[config.mk]
export PLATFORM = sky130hd
export DESIGN_NAME = dpc_port_ctrl
export DESIGN_NICKNAME = d
export VERILOG_FILES = /design/src/common/dpc_pkg.sv /design/src/dpc_port_ctrl.sv /design/src/dpc_sync.sv
export SDC_FILE = /design/constraint.sdc
export NUM_CORES = 1
export LEC_CHECK = 0
export ABC_AREA = 1
export BUFFER_PORTS_ARGS = -buffer_cell sky130_fd_sc_hd__buf_2
export CORE_MARGIN = 5
export CORE_UTILIZATION = 56
export DETAILED_ROUTE_END_ITERATION = 7
export GPL_TIMING_DRIVEN = 0
export PLACE_DENSITY = 0.9
export SYNTH_ARGS = -nofsm -noshare
export SYNTH_HDL_FRONTEND = slang
export SYNTH_SLANG_ARGS = --single-unit
[constraint.sdc]
create_clock -name sys_clk -period 4.3 [get_ports sys_clk]
set_clock_uncertainty 0.15 [all_clocks]
set_input_delay 0.43 -clock sys_clk [delete_from_list [all_inputs] [get_ports sys_clk]]
set_output_delay 0.43 -clock sys_clk [all_outputs]
set_load 0.01 [all_outputs]
[src/common/dpc_pkg.sv]
// Purpose: shared constants and types for the dual-port RAM port controller
// Assumes: 125 MHz system clock, one port of an asynchronous 8K x 8 dual-port RAM
// Notes: pin timing figures are conservative defaults, adjust per speed grade
package dpc_pkg;

	localparam int ADDR_W = 13;
	localparam int DATA_W = 8;
	localparam int SEM_IDX_W = 3;
	localparam int CNT_W = 4;

	localparam logic [12:0] MBOX_LEFT_ADDR = 13'h1FFE;
	localparam logic [12:0] MBOX_RIGHT_ADDR = 13'h1FFF;

	localparam logic [7:0] SEM_TAKE_DATA = 8'h00;
	localparam logic [7:0] SEM_GIVE_DATA = 8'h01;

	localparam int CLK_PERIOD_NS = 8;
	localparam int ADDR_SETUP_NS = 20;
	localparam int WRITE_PULSE_NS = 40;
	localparam int READ_ACCESS_NS = 70;

	// Least times, rounded up to whole cycles
	localparam logic [3:0] SETUP_CYC = 4'((ADDR_SETUP_NS + CLK_PERIOD_NS - 1) / CLK_PERIOD_NS);
	localparam logic [3:0] PULSE_CYC = 4'((WRITE_PULSE_NS + CLK_PERIOD_NS - 1) / CLK_PERIOD_NS);
	localparam logic [3:0] ACCESS_CYC = 4'((READ_ACCESS_NS + CLK_PERIOD_NS - 1) / CLK_PERIOD_NS);
	localparam logic [3:0] SYNC_LAT = 4'h2;
	localparam logic [3:0] READ_CYC = 4'(ACCESS_CYC + SYNC_LAT);

	typedef enum logic [2:0] {
		OP_MEM_RD,
		OP_MEM_WR,
		OP_MBOX_SEND,
		OP_MBOX_CLEAR,
		OP_SEM_TAKE,
		OP_SEM_GIVE,
		OP_SEM_READ
	} dpc_op_e;

	typedef enum logic [2:0] {
		ST_IDLE,
		ST_SETUP,
		ST_PULSE,
		ST_HOLD,
		ST_READ,
		ST_GAP
	} dpc_state_e;

	typedef struct packed {
		dpc_op_e op;
		logic [12:0] addr;
		logic [7:0] wdata;
	} dpc_cmd_s;

	typedef struct packed {
		logic [7:0] rdata;
		logic granted;
		logic retried;
	} dpc_rsp_s;

	typedef struct packed {
		logic select_n;
		logic sem_select_n;
		logic rw_n;
		logic oe_n;
		logic [12:0] addr;
		logic [7:0] dq_out;
		logic dq_oe_n;
	} dpc_pins_s;

	localparam dpc_pins_s PINS_IDLE = '{select_n: 1'h1, sem_select_n: 1'h1, rw_n: 1'h1,
		oe_n: 1'h1, addr: 13'h0000, dq_out: 8'h00, dq_oe_n: 1'h1};

endpackage

[src/dpc_port_ctrl.sv]
// Purpose: drives one port of an 8K x 8 dual-port RAM: memory, mailbox and semaphore cycles
// Assumes: busy pins come from the single master of the array, all pins asynchronous
// Notes: a collided memory access is retried until it runs without busy
// Overview of operation
// - Right side clears by reading 1FFF
// - Slave inhibit input high normally, low blocks
// - Only one master per width-expanded array
// - Address and select settle before write pulse
// - Depth-cascaded busy lines are ANDed internally over the NBUSY inputs
`timescale 1ns/1ns
module dpc_port_ctrl
	import dpc_pkg::*;
#(
	parameter bit IS_LEFT = 1'b1,
	parameter bit IS_MASTER = 1'b1,
	parameter int NBUSY = 1
) (
	input wire logic sys_clk,
	input wire logic sys_rst,
	input wire logic clk_en,
	input wire logic cmd_valid,
	output logic cmd_ready,
	input wire dpc_cmd_s cmd,
	output logic rsp_valid,
	output dpc_rsp_s rsp,
	output logic mbox_pending,
	input wire logic lock_writes,
	output logic write_inhibit_n,
	output logic role_master,
	output dpc_pins_s pins,
	input wire logic [7:0] dq_in,
	input wire logic [NBUSY-1:0] busy_n,
	input wire logic mbox_irq_n
);
	localparam int SW = 1 + NBUSY + DATA_W;
	localparam logic [12:0] PARTNER_MBOX = IS_LEFT ? MBOX_RIGHT_ADDR : MBOX_LEFT_ADDR;
	localparam logic [12:0] OWN_MBOX = IS_LEFT ? MBOX_LEFT_ADDR : MBOX_RIGHT_ADDR;

	logic [SW-1:0] sync_w;
	logic irq_s;
	logic [NBUSY-1:0] busy_s;
	logic [7:0] dq_s;

	// Pins start at their inactive level, so no flag or busy is seen after reset
	dpc_sync #(.W(SW), .RST_VAL({SW{1'h1}})) u_sync (
		.sys_clk(sys_clk),
		.sys_rst(sys_rst),
		.clk_en(clk_en),
		.async_in({mbox_irq_n, busy_n, dq_in}),
		.sync_out(sync_w)
	);
	assign {irq_s, busy_s, dq_s} = sync_w;

	dpc_state_e state_r, state_nxt;
	dpc_op_e op_r, op_nxt;
	logic [12:0] addr_r, addr_nxt;
	logic [7:0] wdata_r, wdata_nxt, rdata_r;
	logic is_write_r, is_write_nxt;
	logic phase2_r, phase2_nxt;
	logic again_r, again_nxt;
	logic retried_r, retried_nxt;
	logic [3:0] cnt_r, cnt_nxt;
	logic rsp_valid_r;
	dpc_pins_s pins_r, pins_nxt;

	// Decode of the incoming command
	wire cmd_fire = cmd_valid && cmd_ready;
	wire cmd_sem = (cmd.op == OP_SEM_TAKE) || (cmd.op == OP_SEM_GIVE) || (cmd.op == OP_SEM_READ);
	wire cmd_write = (cmd.op == OP_MEM_WR) || (cmd.op == OP_MBOX_SEND) ||
		(cmd.op == OP_SEM_TAKE) || (cmd.op == OP_SEM_GIVE);
	wire [12:0] cmd_addr = (cmd.op == OP_MBOX_SEND) ? PARTNER_MBOX :
		(cmd.op == OP_MBOX_CLEAR) ? OWN_MBOX :
		cmd_sem ? {10'h000, cmd.addr[SEM_IDX_W-1:0]} : cmd.addr;
	wire [7:0] cmd_wdata = (cmd.op == OP_SEM_TAKE) ? SEM_TAKE_DATA :
		(cmd.op == OP_SEM_GIVE) ? SEM_GIVE_DATA : cmd.wdata;

	wire op_sem = (op_r == OP_SEM_TAKE) || (op_r == OP_SEM_GIVE) || (op_r == OP_SEM_READ);
	// Any low busy of a depth cascade stalls the access
	wire busy_seen = !(&busy_s);
	// Semaphores never answer busy, so only memory cycles retry
	// Reads retry as well, since the master arbitrates on select and address only
	wire collided = busy_seen && !op_sem;
	wire cnt_done = (cnt_r == 4'h1);

	assign cmd_ready = (state_r == ST_IDLE) && clk_en;

	always_comb begin
		state_nxt = state_r;
		op_nxt = op_r;
		addr_nxt = addr_r;
		wdata_nxt = wdata_r;
		is_write_nxt = is_write_r;
		phase2_nxt = phase2_r;
		again_nxt = again_r;
		retried_nxt = retried_r;
		cnt_nxt = cnt_r;
		case (state_r)
			ST_IDLE: begin
				if (cmd_fire) begin
					state_nxt = ST_SETUP;
					op_nxt = cmd.op;
					addr_nxt = cmd_addr;
					wdata_nxt = cmd_wdata;
					is_write_nxt = cmd_write;
					phase2_nxt = 1'h0;
					retried_nxt = 1'h0;
					cnt_nxt = SETUP_CYC;
				end
			end
			ST_SETUP: begin
				// Write pulse starts only after the master has had time to flag busy
				if (!cnt_done) begin
					cnt_nxt = 4'(cnt_r - 4'h1);
				end else if (collided) begin
					state_nxt = ST_GAP;
					again_nxt = 1'h1;
					retried_nxt = 1'h1;
				end else if (is_write_r) begin
					state_nxt = ST_PULSE;
					cnt_nxt = PULSE_CYC;
				end else begin
					state_nxt = ST_READ;
					cnt_nxt = READ_CYC;
				end
			end
			ST_PULSE: begin
				if (cnt_done) begin
					state_nxt = ST_HOLD;
				end else begin
					cnt_nxt = 4'(cnt_r - 4'h1);
				end
			end
			ST_HOLD: begin
				state_nxt = ST_GAP;
				if (collided) begin
					// A busy arriving late means the write may have been gated
					again_nxt = 1'h1;
					retried_nxt = 1'h1;
				end else if (op_r == OP_SEM_TAKE && !phase2_r) begin
					// Request then verify: read back whether the token came to us
					again_nxt = 1'h1;
					phase2_nxt = 1'h1;
					is_write_nxt = 1'h0;
				end else begin
					again_nxt = 1'h0;
				end
			end
			ST_READ: begin
				if (cnt_done) begin
					state_nxt = ST_GAP;
					again_nxt = 1'h0;
				end else begin
					cnt_nxt = 4'(cnt_r - 4'h1);
				end
			end
			ST_GAP: begin
				// One standby cycle also releases the semaphore output latch
				// The master grants one side at a time, so a retry ends once the winner leaves
				if (again_r) begin
					state_nxt = ST_SETUP;
					cnt_nxt = SETUP_CYC;
					again_nxt = 1'h0;
				end else begin
					state_nxt = ST_IDLE;
				end
			end
			default: begin
				state_nxt = ST_IDLE;
			end
		endcase
	end

	// Strobes are registered so the asynchronous RAM never sees decode glitches
	wire nxt_active = (state_nxt == ST_SETUP) || (state_nxt == ST_PULSE) ||
		(state_nxt == ST_HOLD) || (state_nxt == ST_READ);
	wire nxt_sem = (op_nxt == OP_SEM_TAKE) || (op_nxt == OP_SEM_GIVE) || (op_nxt == OP_SEM_READ);
	assign pins_nxt.select_n = !(nxt_active && !nxt_sem);
	assign pins_nxt.sem_select_n = !(nxt_active && nxt_sem);
	assign pins_nxt.rw_n = !(state_nxt == ST_PULSE);
	assign pins_nxt.oe_n = !(state_nxt == ST_READ);
	assign pins_nxt.addr = addr_nxt;
	assign pins_nxt.dq_out = wdata_nxt;
	assign pins_nxt.dq_oe_n = !((state_nxt == ST_PULSE) || (state_nxt == ST_HOLD));

	wire read_done = (state_r == ST_READ) && cnt_done;
	wire finish = (state_r == ST_GAP) && !again_r;

	always_ff @(posedge sys_clk) begin
		if (sys_rst) begin
			state_r <= ST_IDLE;
			op_r <= OP_MEM_RD;
			addr_r <= 13'h0000;
			wdata_r <= 8'h00;
			is_write_r <= 1'h0;
			phase2_r <= 1'h0;
			again_r <= 1'h0;
			retried_r <= 1'h0;
			cnt_r <= 4'h0;
			pins_r <= PINS_IDLE;
		end else if (clk_en) begin
			state_r <= state_nxt;
			op_r <= op_nxt;
			addr_r <= addr_nxt;
			wdata_r <= wdata_nxt;
			is_write_r <= is_write_nxt;
			phase2_r <= phase2_nxt;
			again_r <= again_nxt;
			retried_r <= retried_nxt;
			cnt_r <= cnt_nxt;
			pins_r <= pins_nxt;
		end
	end

	always_ff @(posedge sys_clk) begin
		if (sys_rst) begin
			rdata_r <= 8'h00;
			rsp_valid_r <= 1'h0;
			write_inhibit_n <= 1'h1;
			role_master <= 1'h0;
			mbox_pending <= 1'h0;
		end else if (clk_en) begin
			if (read_done) begin
				rdata_r <= dq_s;
			end
			rsp_valid_r <= finish;
			write_inhibit_n <= !lock_writes;
			role_master <= IS_MASTER;
			mbox_pending <= !irq_s;
		end
	end

	assign pins = pins_r;
	assign rsp_valid = rsp_valid_r;
	assign rsp.rdata = rdata_r;
	// Semaphore flag is active low: a zero read back means we hold it
	assign rsp.granted = op_sem && !rdata_r[0];
	assign rsp.retried = retried_r;

	// Helper: cycles that the memory or semaphore select has been low with write idle
	logic [3:0] sel_age_r;
	always_ff @(posedge sys_clk) begin
		if (sys_rst) begin
			sel_age_r <= 4'h0;
		end else if (clk_en) begin
			if (pins_r.select_n && pins_r.sem_select_n) begin
				sel_age_r <= 4'h0;
			end else if (pins_r.rw_n && sel_age_r != 4'hF) begin
				sel_age_r <= 4'(sel_age_r + 4'h1);
			end
		end
	end
endmodule

[src/dpc_sync.sv]
// Purpose: two-flop synchroniser for asynchronous pin inputs
// Assumes: inputs are levels, multi-bit groups are only read once stable
// Notes: reset value is the inactive level of the pins
`timescale 1ns/1ns
module dpc_sync #(
	parameter int W = 1,
	parameter logic [W-1:0] RST_VAL = '1
) (
	input wire logic sys_clk,
	input wire logic sys_rst,
	input wire logic clk_en,
	input wire logic [W-1:0] async_in,
	output logic [W-1:0] sync_out
);
	logic [W-1:0] meta_r;

	always_ff @(posedge sys_clk) begin
		if (sys_rst) begin
			meta_r <= RST_VAL;
			sync_out <= RST_VAL;
		end else if (clk_en) begin
			meta_r <= async_in;
			sync_out <= meta_r;
		end
	end
endmodule

[Yosys cells after proc, flatten, opt, wreduce, memory -nomap -nowiden]
Cells that the tools add are included.
Word-level totals
  register bits: 72
  input port bits: 39
  output and inout bits: 41
  word-level logic and storage cells: 143
Cells by class
  add/subtract/negate cells: 1
  equal/unequal tests: 31
  mux-type cells: 43
  reductions and logical operators: 47
Operators by type and width (count)
  13-bit 2-to-1 mux: 5
  3-bit equality test, second input constant: 12
  8-bit 2-to-1 mux: 4
  3-bit 2-to-1 mux: 8
  4-bit 2-to-1 mux: 6
  3-bit by 2-bit equality test with 1-bit output, second input constant: 6
  3-bit case mux with 6 select lines: 1
  2-bit inequality test, second input constant: 8
  4-bit case mux with 4 select lines: 1
  1-bit 2-to-1 mux: 14
  1-bit logical NOT: 13
  1-bit logical OR: 13
  5-bit AND reduction: 2
  3-bit by 1-bit equality test with 1-bit output, second input constant: 3
  1-bit logical AND: 9
  4-bit nonzero test: 2
  6-bit AND reduction: 1
  4-bit by 1-bit equality test with 1-bit output, second input constant: 1
  1-bit case mux with 2 select lines: 2
  1-bit case mux with 4 select lines: 1
  4-bit AND reduction: 1
  4-bit by 1-bit subtractor with 4-bit output, second input constant: 1
  3-bit logical NOT: 1
  3-bit inequality test, second input constant: 1
  other kinds (6): 6

[Logic depth before layout (Yosys ltp)]
  word-level depth: 14
  mapped depth: 13
  mapped depth without buffers: 13

[Modules after synthesis]
Synthesis repeated with hierarchy kept, for this count alone.
Unflattened totals
  cells, all modules: 412
  area, all modules: 3066.7 µm²
By module, submodules not included
  dpc_port_ctrl: instances 1, cells each 324, area each 2361.0 µm²
  dpc_sync: instances 1, cells each 88, area each 705.7 µm²

[Worst setup path before layout]
OpenSTA, ideal clock, no wires.
  path kind: input to register
  from: input port clk_en
  to: register pins_r (netlist bit pins[24])
  library setup time: 0.115 ns
  data arrival time: 1.321 ns
  data required time: 4.035 ns
  setup slack: 2.714 ns
  stages on the path: 11
  cells stage by stage: buf_2 -> nand3_2 -> nor2_4 -> buf_6 -> nand2_1 -> o21ai_2 -> nor2_1 -> nor2_1 -> nand2_1 -> nand2_1 -> nand2_1
On the way
  longest elaborated chain between the ends: 10
  elaborated cells on any way between the ends: 20
  those cells by class: eq/ne (7); mux (4); reduce/logical (9)
RTL lines
  start: declaration: RTL line dpc_port_ctrl.sv:20  | input wire logic clk_en,
  1-bit logical AND: RTL line dpc_port_ctrl.sv:85  | assign cmd_ready = (state_r == ST_IDLE) && clk_en;
  1-bit logical AND: RTL line dpc_port_ctrl.sv:67  | wire cmd_fire = cmd_valid && cmd_ready;
  3-bit 2-to-1 mux: RTL line dpc_port_ctrl.sv:99  | if (cmd_fire) begin
  3-bit case mux with 6 select lines: RTL line dpc_port_ctrl.sv:97  | case (state_r)
  3-bit by 1-bit equality test with 1-bit output / 3-bit by 2-bit equality test with 1-bit output (equally long branches): RTL line dpc_port_ctrl.sv:174  | wire nxt_active = (state_nxt == ST_SETUP) || (state_nxt == ST_PULSE) ||
  1-bit logical OR (2 in series): RTL line dpc_port_ctrl.sv:174
  1-bit logical OR: RTL line dpc_port_ctrl.sv:175  | (state_nxt == ST_HOLD) || (state_nxt == ST_READ);
  1-bit logical AND: RTL line dpc_port_ctrl.sv:178  | assign pins_nxt.sem_select_n = !(nxt_active && nxt_sem);
  1-bit logical NOT: RTL line dpc_port_ctrl.sv:178
  end signal: assignment: RTL line dpc_port_ctrl.sv:210  | pins_r <= pins_nxt;
  end: declaration: RTL line dpc_port_ctrl.sv:64  | dpc_pins_s pins_r, pins_nxt;
Parallel ways exist; a longest one is shown, timed or not.
A chain may end at the register's enable or synchronous reset.

[Worst setup path after layout]
  from: register cnt_r[1]
  to: register pins_r (netlist bit pins[25])
On the way
  longest elaborated chain between the ends: 9
  elaborated cells on any way between the ends: 14
  those cells by class: eq/ne (5); mux (4); reduce/logical (5)
RTL lines
  start: declaration: RTL line dpc_port_ctrl.sv:62  | logic [3:0] cnt_r, cnt_nxt;
  start signal: assignment: RTL line dpc_port_ctrl.sv:209  | cnt_r <= cnt_nxt;
  4-bit by 1-bit equality test with 1-bit output (*): RTL line dpc_port_ctrl.sv:83  | wire cnt_done = (cnt_r == 4'h1);
  3-bit 2-to-1 mux, on equally long branches: RTL line dpc_port_ctrl.sv:149, dpc_port_ctrl.sv:112, dpc_port_ctrl.sv:127
  3-bit case mux with 6 select lines (*): RTL line dpc_port_ctrl.sv:97
  3-bit by 1-bit equality test with 1-bit output / 3-bit by 2-bit equality test with 1-bit output (equally long branches): RTL line dpc_port_ctrl.sv:174
  1-bit logical OR (2 in series): RTL line dpc_port_ctrl.sv:174
  1-bit logical OR (*): RTL line dpc_port_ctrl.sv:175
  1-bit logical AND (*): RTL line dpc_port_ctrl.sv:177  | assign pins_nxt.select_n = !(nxt_active && !nxt_sem);
  1-bit logical NOT (*): RTL line dpc_port_ctrl.sv:177
Every way passes the cells marked *; elsewhere a longest branch is shown, timed or not.

==> metrics.md <==
| Metric | Value |
|---|---|
| Power per cell area | `405 nW/um^2` |
| End-of-flow core utilization | `0.698` |
| Pre-Repair DR Iteration Count | `5` |
| Largest family of logic cells by synthesized area | `simple AND/OR/NAND/NOR gates` |
| Most Used Layer, Global Route | `met2` |
| Switching share of power | `0.275` |
| Share of layout cells above drive strength 1 | `0.241` |
| Number of different library cells in the post-synthesis netlist | `29` |
| First-pass GRT wire length | `12,800 um` |
| Level count of the clock H-tree | `3` |
| Wire length per cell after detailed routing | `12.9 um` |
| Insertion delay to the later sink of the worst-skew pair | `0.34 ns` |
| Post-Synthesis Cell Area | `3130 um^2` |
| Remaining Overflow, GRT | `0` |
| Headroom to the max-slew limit | `0.646` |
| Core Region | `5470 um^2` |
| Achievable clock frequency | `0.531 GHz` |
| Top-level I/O count | `80` |
| Routability congestion estimate | `0.983` |
| Critical Path RT | `4.39 ns` |
| Syn Nets | `471` |
| Met3 track demand over resource | `0.0432` |
| Reg clk slew, reported paths | `0.08 ns` |
| Proportion of synthesized area in mux cells | `0` |
| Met2 Use GR | `0.360` |
| Total die area | `7180 um^2` |
| Total of flip-flops plus latches after synthesis | `72` |
| Layout fillers | `464` |
| Number of antenna violations at the first check in global routing | `0` |
| Maximum clock path buffer count | `2` |
| Net switching component of the power | `0.426 mW` |
| Register share of total power | `0.473` |
| Total via count after detailed routing | `3,095` |
| Vias per cell | `5.20` |
| Layout area overhead | `22.2%` |
| Arithmetic-cell share of the synthesized area counting full adders, half adders and majority gates | `0.00800` |
| Cell internal power dissipation | `1.12 mW` |
| DIE WIDTH | `84.7 um` |
| Worst min-delay path class | `primary input to flop` |
| Global-route total usage across every layer | `0.217` |
| Post-route fraction of the period consumed by the critical path | `0.438` |
| Count of unresolved DRC violations after routing | `0` |
| Clock buffer count from CTS | `9` |
| DP HPWL | `5710 um` |
| Register area share after synthesis | `0.461` |
| Worst vdd ir | `307 uV` |
| Post-CTS resize count | `0` |
| Setup TNS | `0 ns` |
| DIE HEIGHT | `84.7 um` |
| Met1 Usage GRT | `0.274` |
| Number of global-route vias before repair | `2,873` |
| Initial core utilization | `0.572` |
| Simple logic cell fraction of the synthesized area | `0.312` |
| Clock network fraction of total power | `0.380` |
| Detailed router's first-iteration violation count | `185` |
| Clk Tree Root Cell | `sky130_fd_sc_hd__clkbuf_8` |
| Ant diodes | `0` |
| Clock tree from TritonCTS | `done` |
| Classification of the worst setup path | `flop to flop` |
| Cts hold-fix bufs | `0` |
| Largest net degree at the start of global routing | `14` |
| # port buffers | `77` |
| Unrepaired setup endpoints after global routing | `false` |
| Maximum fanout along the worst path | `7` |
| CP arrival | `1.97 ns` |
| Clock tree sinks | `72` |
| Synth Instances | `430` |
| Crit path capture type | `flop` |
| Synth Area per Inst | `7.27 um^2` |
| Number of warnings printed during yosys synthesis | `0` |
| Number of setup buffers added after CTS | `0` |
| Fraction of the mapped netlist area in compound gates | `0.140` |
| Startpoint type of the worst setup path | `flop` |
| Final setup violation count | `0` |
| Final WL | `7700 um` |
| Worst-margin pin slew | `0.531 ns` |
| XOR/XNOR Fraction of Synth Area | `0.00280` |
| Time the final worst path needs with I/O delays and setup | `1.88 ns` |
| Combinational power share | `0.147` |
| Leakage power | `1.83 nW` |
| Number of violations of the max-capacitance limit | `0` |
| Final count of pins violating max slew | `0` |
| Hold Violations, Final | `0` |
| Status | `finished clean` |
| Count of nets left with antenna violations after detail routing | `0` |
| Net count, final | `559` |
| Row cnt | `27` |
-- Yosys cell counts --
cell,n,share of area
sky130_fd_sc_hd__buf_2,2,0.0032
sky130_fd_sc_hd__clkbuf_1,11,0.013
sky130_fd_sc_hd__nor3_1,1,0.0016
sky130_fd_sc_hd__nand2_1,111,0.13
sky130_fd_sc_hd__buf_1,2,0.0024
sky130_fd_sc_hd__xor2_1,1,0.0028
sky130_fd_sc_hd__inv_2,7,0.0084
sky130_fd_sc_hd__o31ai_2,1,0.0040
sky130_fd_sc_hd__nand4_1,1,0.0020
sky130_fd_sc_hd__nand3_1,45,0.072
sky130_fd_sc_hd__a31oi_1,6,0.012
sky130_fd_sc_hd__a21oi_1,26,0.042
sky130_fd_sc_hd__o21ai_1,8,0.013
sky130_fd_sc_hd__inv_4,1,0.0020
sky130_fd_sc_hd__ha_1,2,0.0080
sky130_fd_sc_hd__nor2_2,3,0.0060
sky130_fd_sc_hd__nand2_2,3,0.0060
sky130_fd_sc_hd__buf_6,3,0.011
sky130_fd_sc_hd__nor2_1,53,0.064
sky130_fd_sc_hd__o22ai_1,2,0.0040
sky130_fd_sc_hd__dfxtp_1,72,0.46
sky130_fd_sc_hd__buf_4,3,0.0072
sky130_fd_sc_hd__nor2_4,5,0.018
sky130_fd_sc_hd__nand3_2,3,0.0096
sky130_fd_sc_hd__o31ai_1,10,0.024
sky130_fd_sc_hd__inv_1,24,0.029
sky130_fd_sc_hd__o21ai_0,21,0.034
sky130_fd_sc_hd__a21oi_2,1,0.0028
sky130_fd_sc_hd__o21ai_2,2,0.0056
-- worst max-delay path, stage by stage (launching register included) --
cell                      delay [ns]
sky130_fd_sc_hd__dfxtp_1        0.31
sky130_fd_sc_hd__inv_1          0.10
sky130_fd_sc_hd__ha_1           0.18
sky130_fd_sc_hd__nand2_1        0.16
sky130_fd_sc_hd__nor2_1         0.24
sky130_fd_sc_hd__nand2_1        0.08
sky130_fd_sc_hd__nand3_1        0.13
sky130_fd_sc_hd__nand3_1        0.12
sky130_fd_sc_hd__nand2_1        0.12
sky130_fd_sc_hd__nand2_1        0.07
sky130_fd_sc_hd__nand2_1        0.07
sky130_fd_sc_hd__nand2_1        0.04
-- sequential cells by signal, summed over array words and instances (netlist names), 3 cells and up --
| name | cells |
|---|---|
| rdata_r | 8 |
| pins | 26 |
| u_sync.meta_r | 10 |
| u_sync.sync_out | 10 |
| state_r | 3 |
| cnt_r | 4 |
| op_r | 3 |
-- power groups by stage --
| stage | registers [mW] | logic (mW) | clock network (mW) |
|---|---|---|---|
| after detailed placement | 0.746 | 0.226 | 0 |
| after global routing | 0.736 | 0.257 | 0.626 |
| after CTS | 0.731 | 0.228 | 0.593 |
| after global placement | 0.745 | 0.220 | 0 |
| after floorplan | 0.750 | 0.148 | 0 |
| final | 0.732 | 0.228 | 0.588 |
-- layout by cell type, fill, tap and decap left out, types with 2 or more instances in the layout --
master / count
sky130_fd_sc_hd__buf_6: 3
sky130_fd_sc_hd__o21ai_0: 21
sky130_fd_sc_hd__inv_1: 24
sky130_fd_sc_hd__inv_2: 7
sky130_fd_sc_hd__buf_1: 2
sky130_fd_sc_hd__dfxtp_1: 72
sky130_fd_sc_hd__ha_1: 2
sky130_fd_sc_hd__clkbuf_8: 9
sky130_fd_sc_hd__nand2_2: 3
sky130_fd_sc_hd__o21ai_1: 8
sky130_fd_sc_hd__nand3_1: 45
sky130_fd_sc_hd__nor2_1: 53
sky130_fd_sc_hd__nand3_2: 3
sky130_fd_sc_hd__buf_2: 79
sky130_fd_sc_hd__buf_4: 3
sky130_fd_sc_hd__o21ai_2: 2
sky130_fd_sc_hd__a21oi_1: 26
sky130_fd_sc_hd__bufinv_16: 2
sky130_fd_sc_hd__inv_6: 2
sky130_fd_sc_hd__nand2_1: 111
sky130_fd_sc_hd__nor2_2: 3
sky130_fd_sc_hd__clkbuf_1: 12
sky130_fd_sc_hd__a31oi_1: 6
sky130_fd_sc_hd__o22ai_1: 2
sky130_fd_sc_hd__nor2_4: 5
sky130_fd_sc_hd__o31ai_1: 10
-- worst paths after layout --
| kind | startpoint | end | slack [ns] | cells past startpoint |
|---|---|---|---|---|
| setup reg to reg | cnt_r[1] | pins[25] | 2.42 | 11 |
| hold reg to reg | u_sync.sync_out[9] | mbox_pending | 0.30 | 1 |
| hold / removal | lock_writes | write_inhibit_n | 0.12 | 2 |
| setup / recovery | cnt_r[1] | pins[25] | 2.42 | 11 |
-- logic make-up after synthesis --
| family | Yosys count |
|---|---|
| adder cells (fa/ha/maj) | 2 |
| AND/OR/NAND/NOR | 225 |
| buffers and inverters | 53 |
| AO/OA/AOI/OAI | 77 |
| XOR/XNOR | 1 |
| flip-flops | 72 |
-- layout make-up --
class / instances / area [um^2] / area share
Multi-Input combinational cell: 305 / 1450 / 0.379
Sequential cell: 72 / 1440 / 0.377
Timing Repair Buffer: 77 / 385 / 0.101
Clock buffer: 10 / 128 / 0.0334
Inverter: 32 / 123 / 0.0321
Buffer: 21 / 115 / 0.0301
Clock inverter: 6 / 90.1 / 0.0236
Tap cell: 72 / 90.1 / 0.0236
-- per-layer routing --
layer	wire length (um)	part of all wire
met2	3670	0.48
met3	588	0.076
met5	0	0
met4	147	0.019
met1	3290	0.43
-- stage by stage --
step / std cells / hold slack (ns) / setup WS [ns] / area (um^2) / power (mW)
finish: 595 / 0.121 / 2.42 / 3820 / 1.55
global route: 595 / 0.136 / 2.19 / 3820 / 1.62
CTS: 595 / 0.122 / 2.43 / 3820 / 1.55
detailed placement: 579 / 0.289 / 2.42 / 3600 / 0.972
global placement: 579 / 0.277 / 2.49 / 3600 / 0.965
floorplan: 430 / 0.261 / 2.71 / 3130 / 0.898
Power figures use the tool's default switching activity.
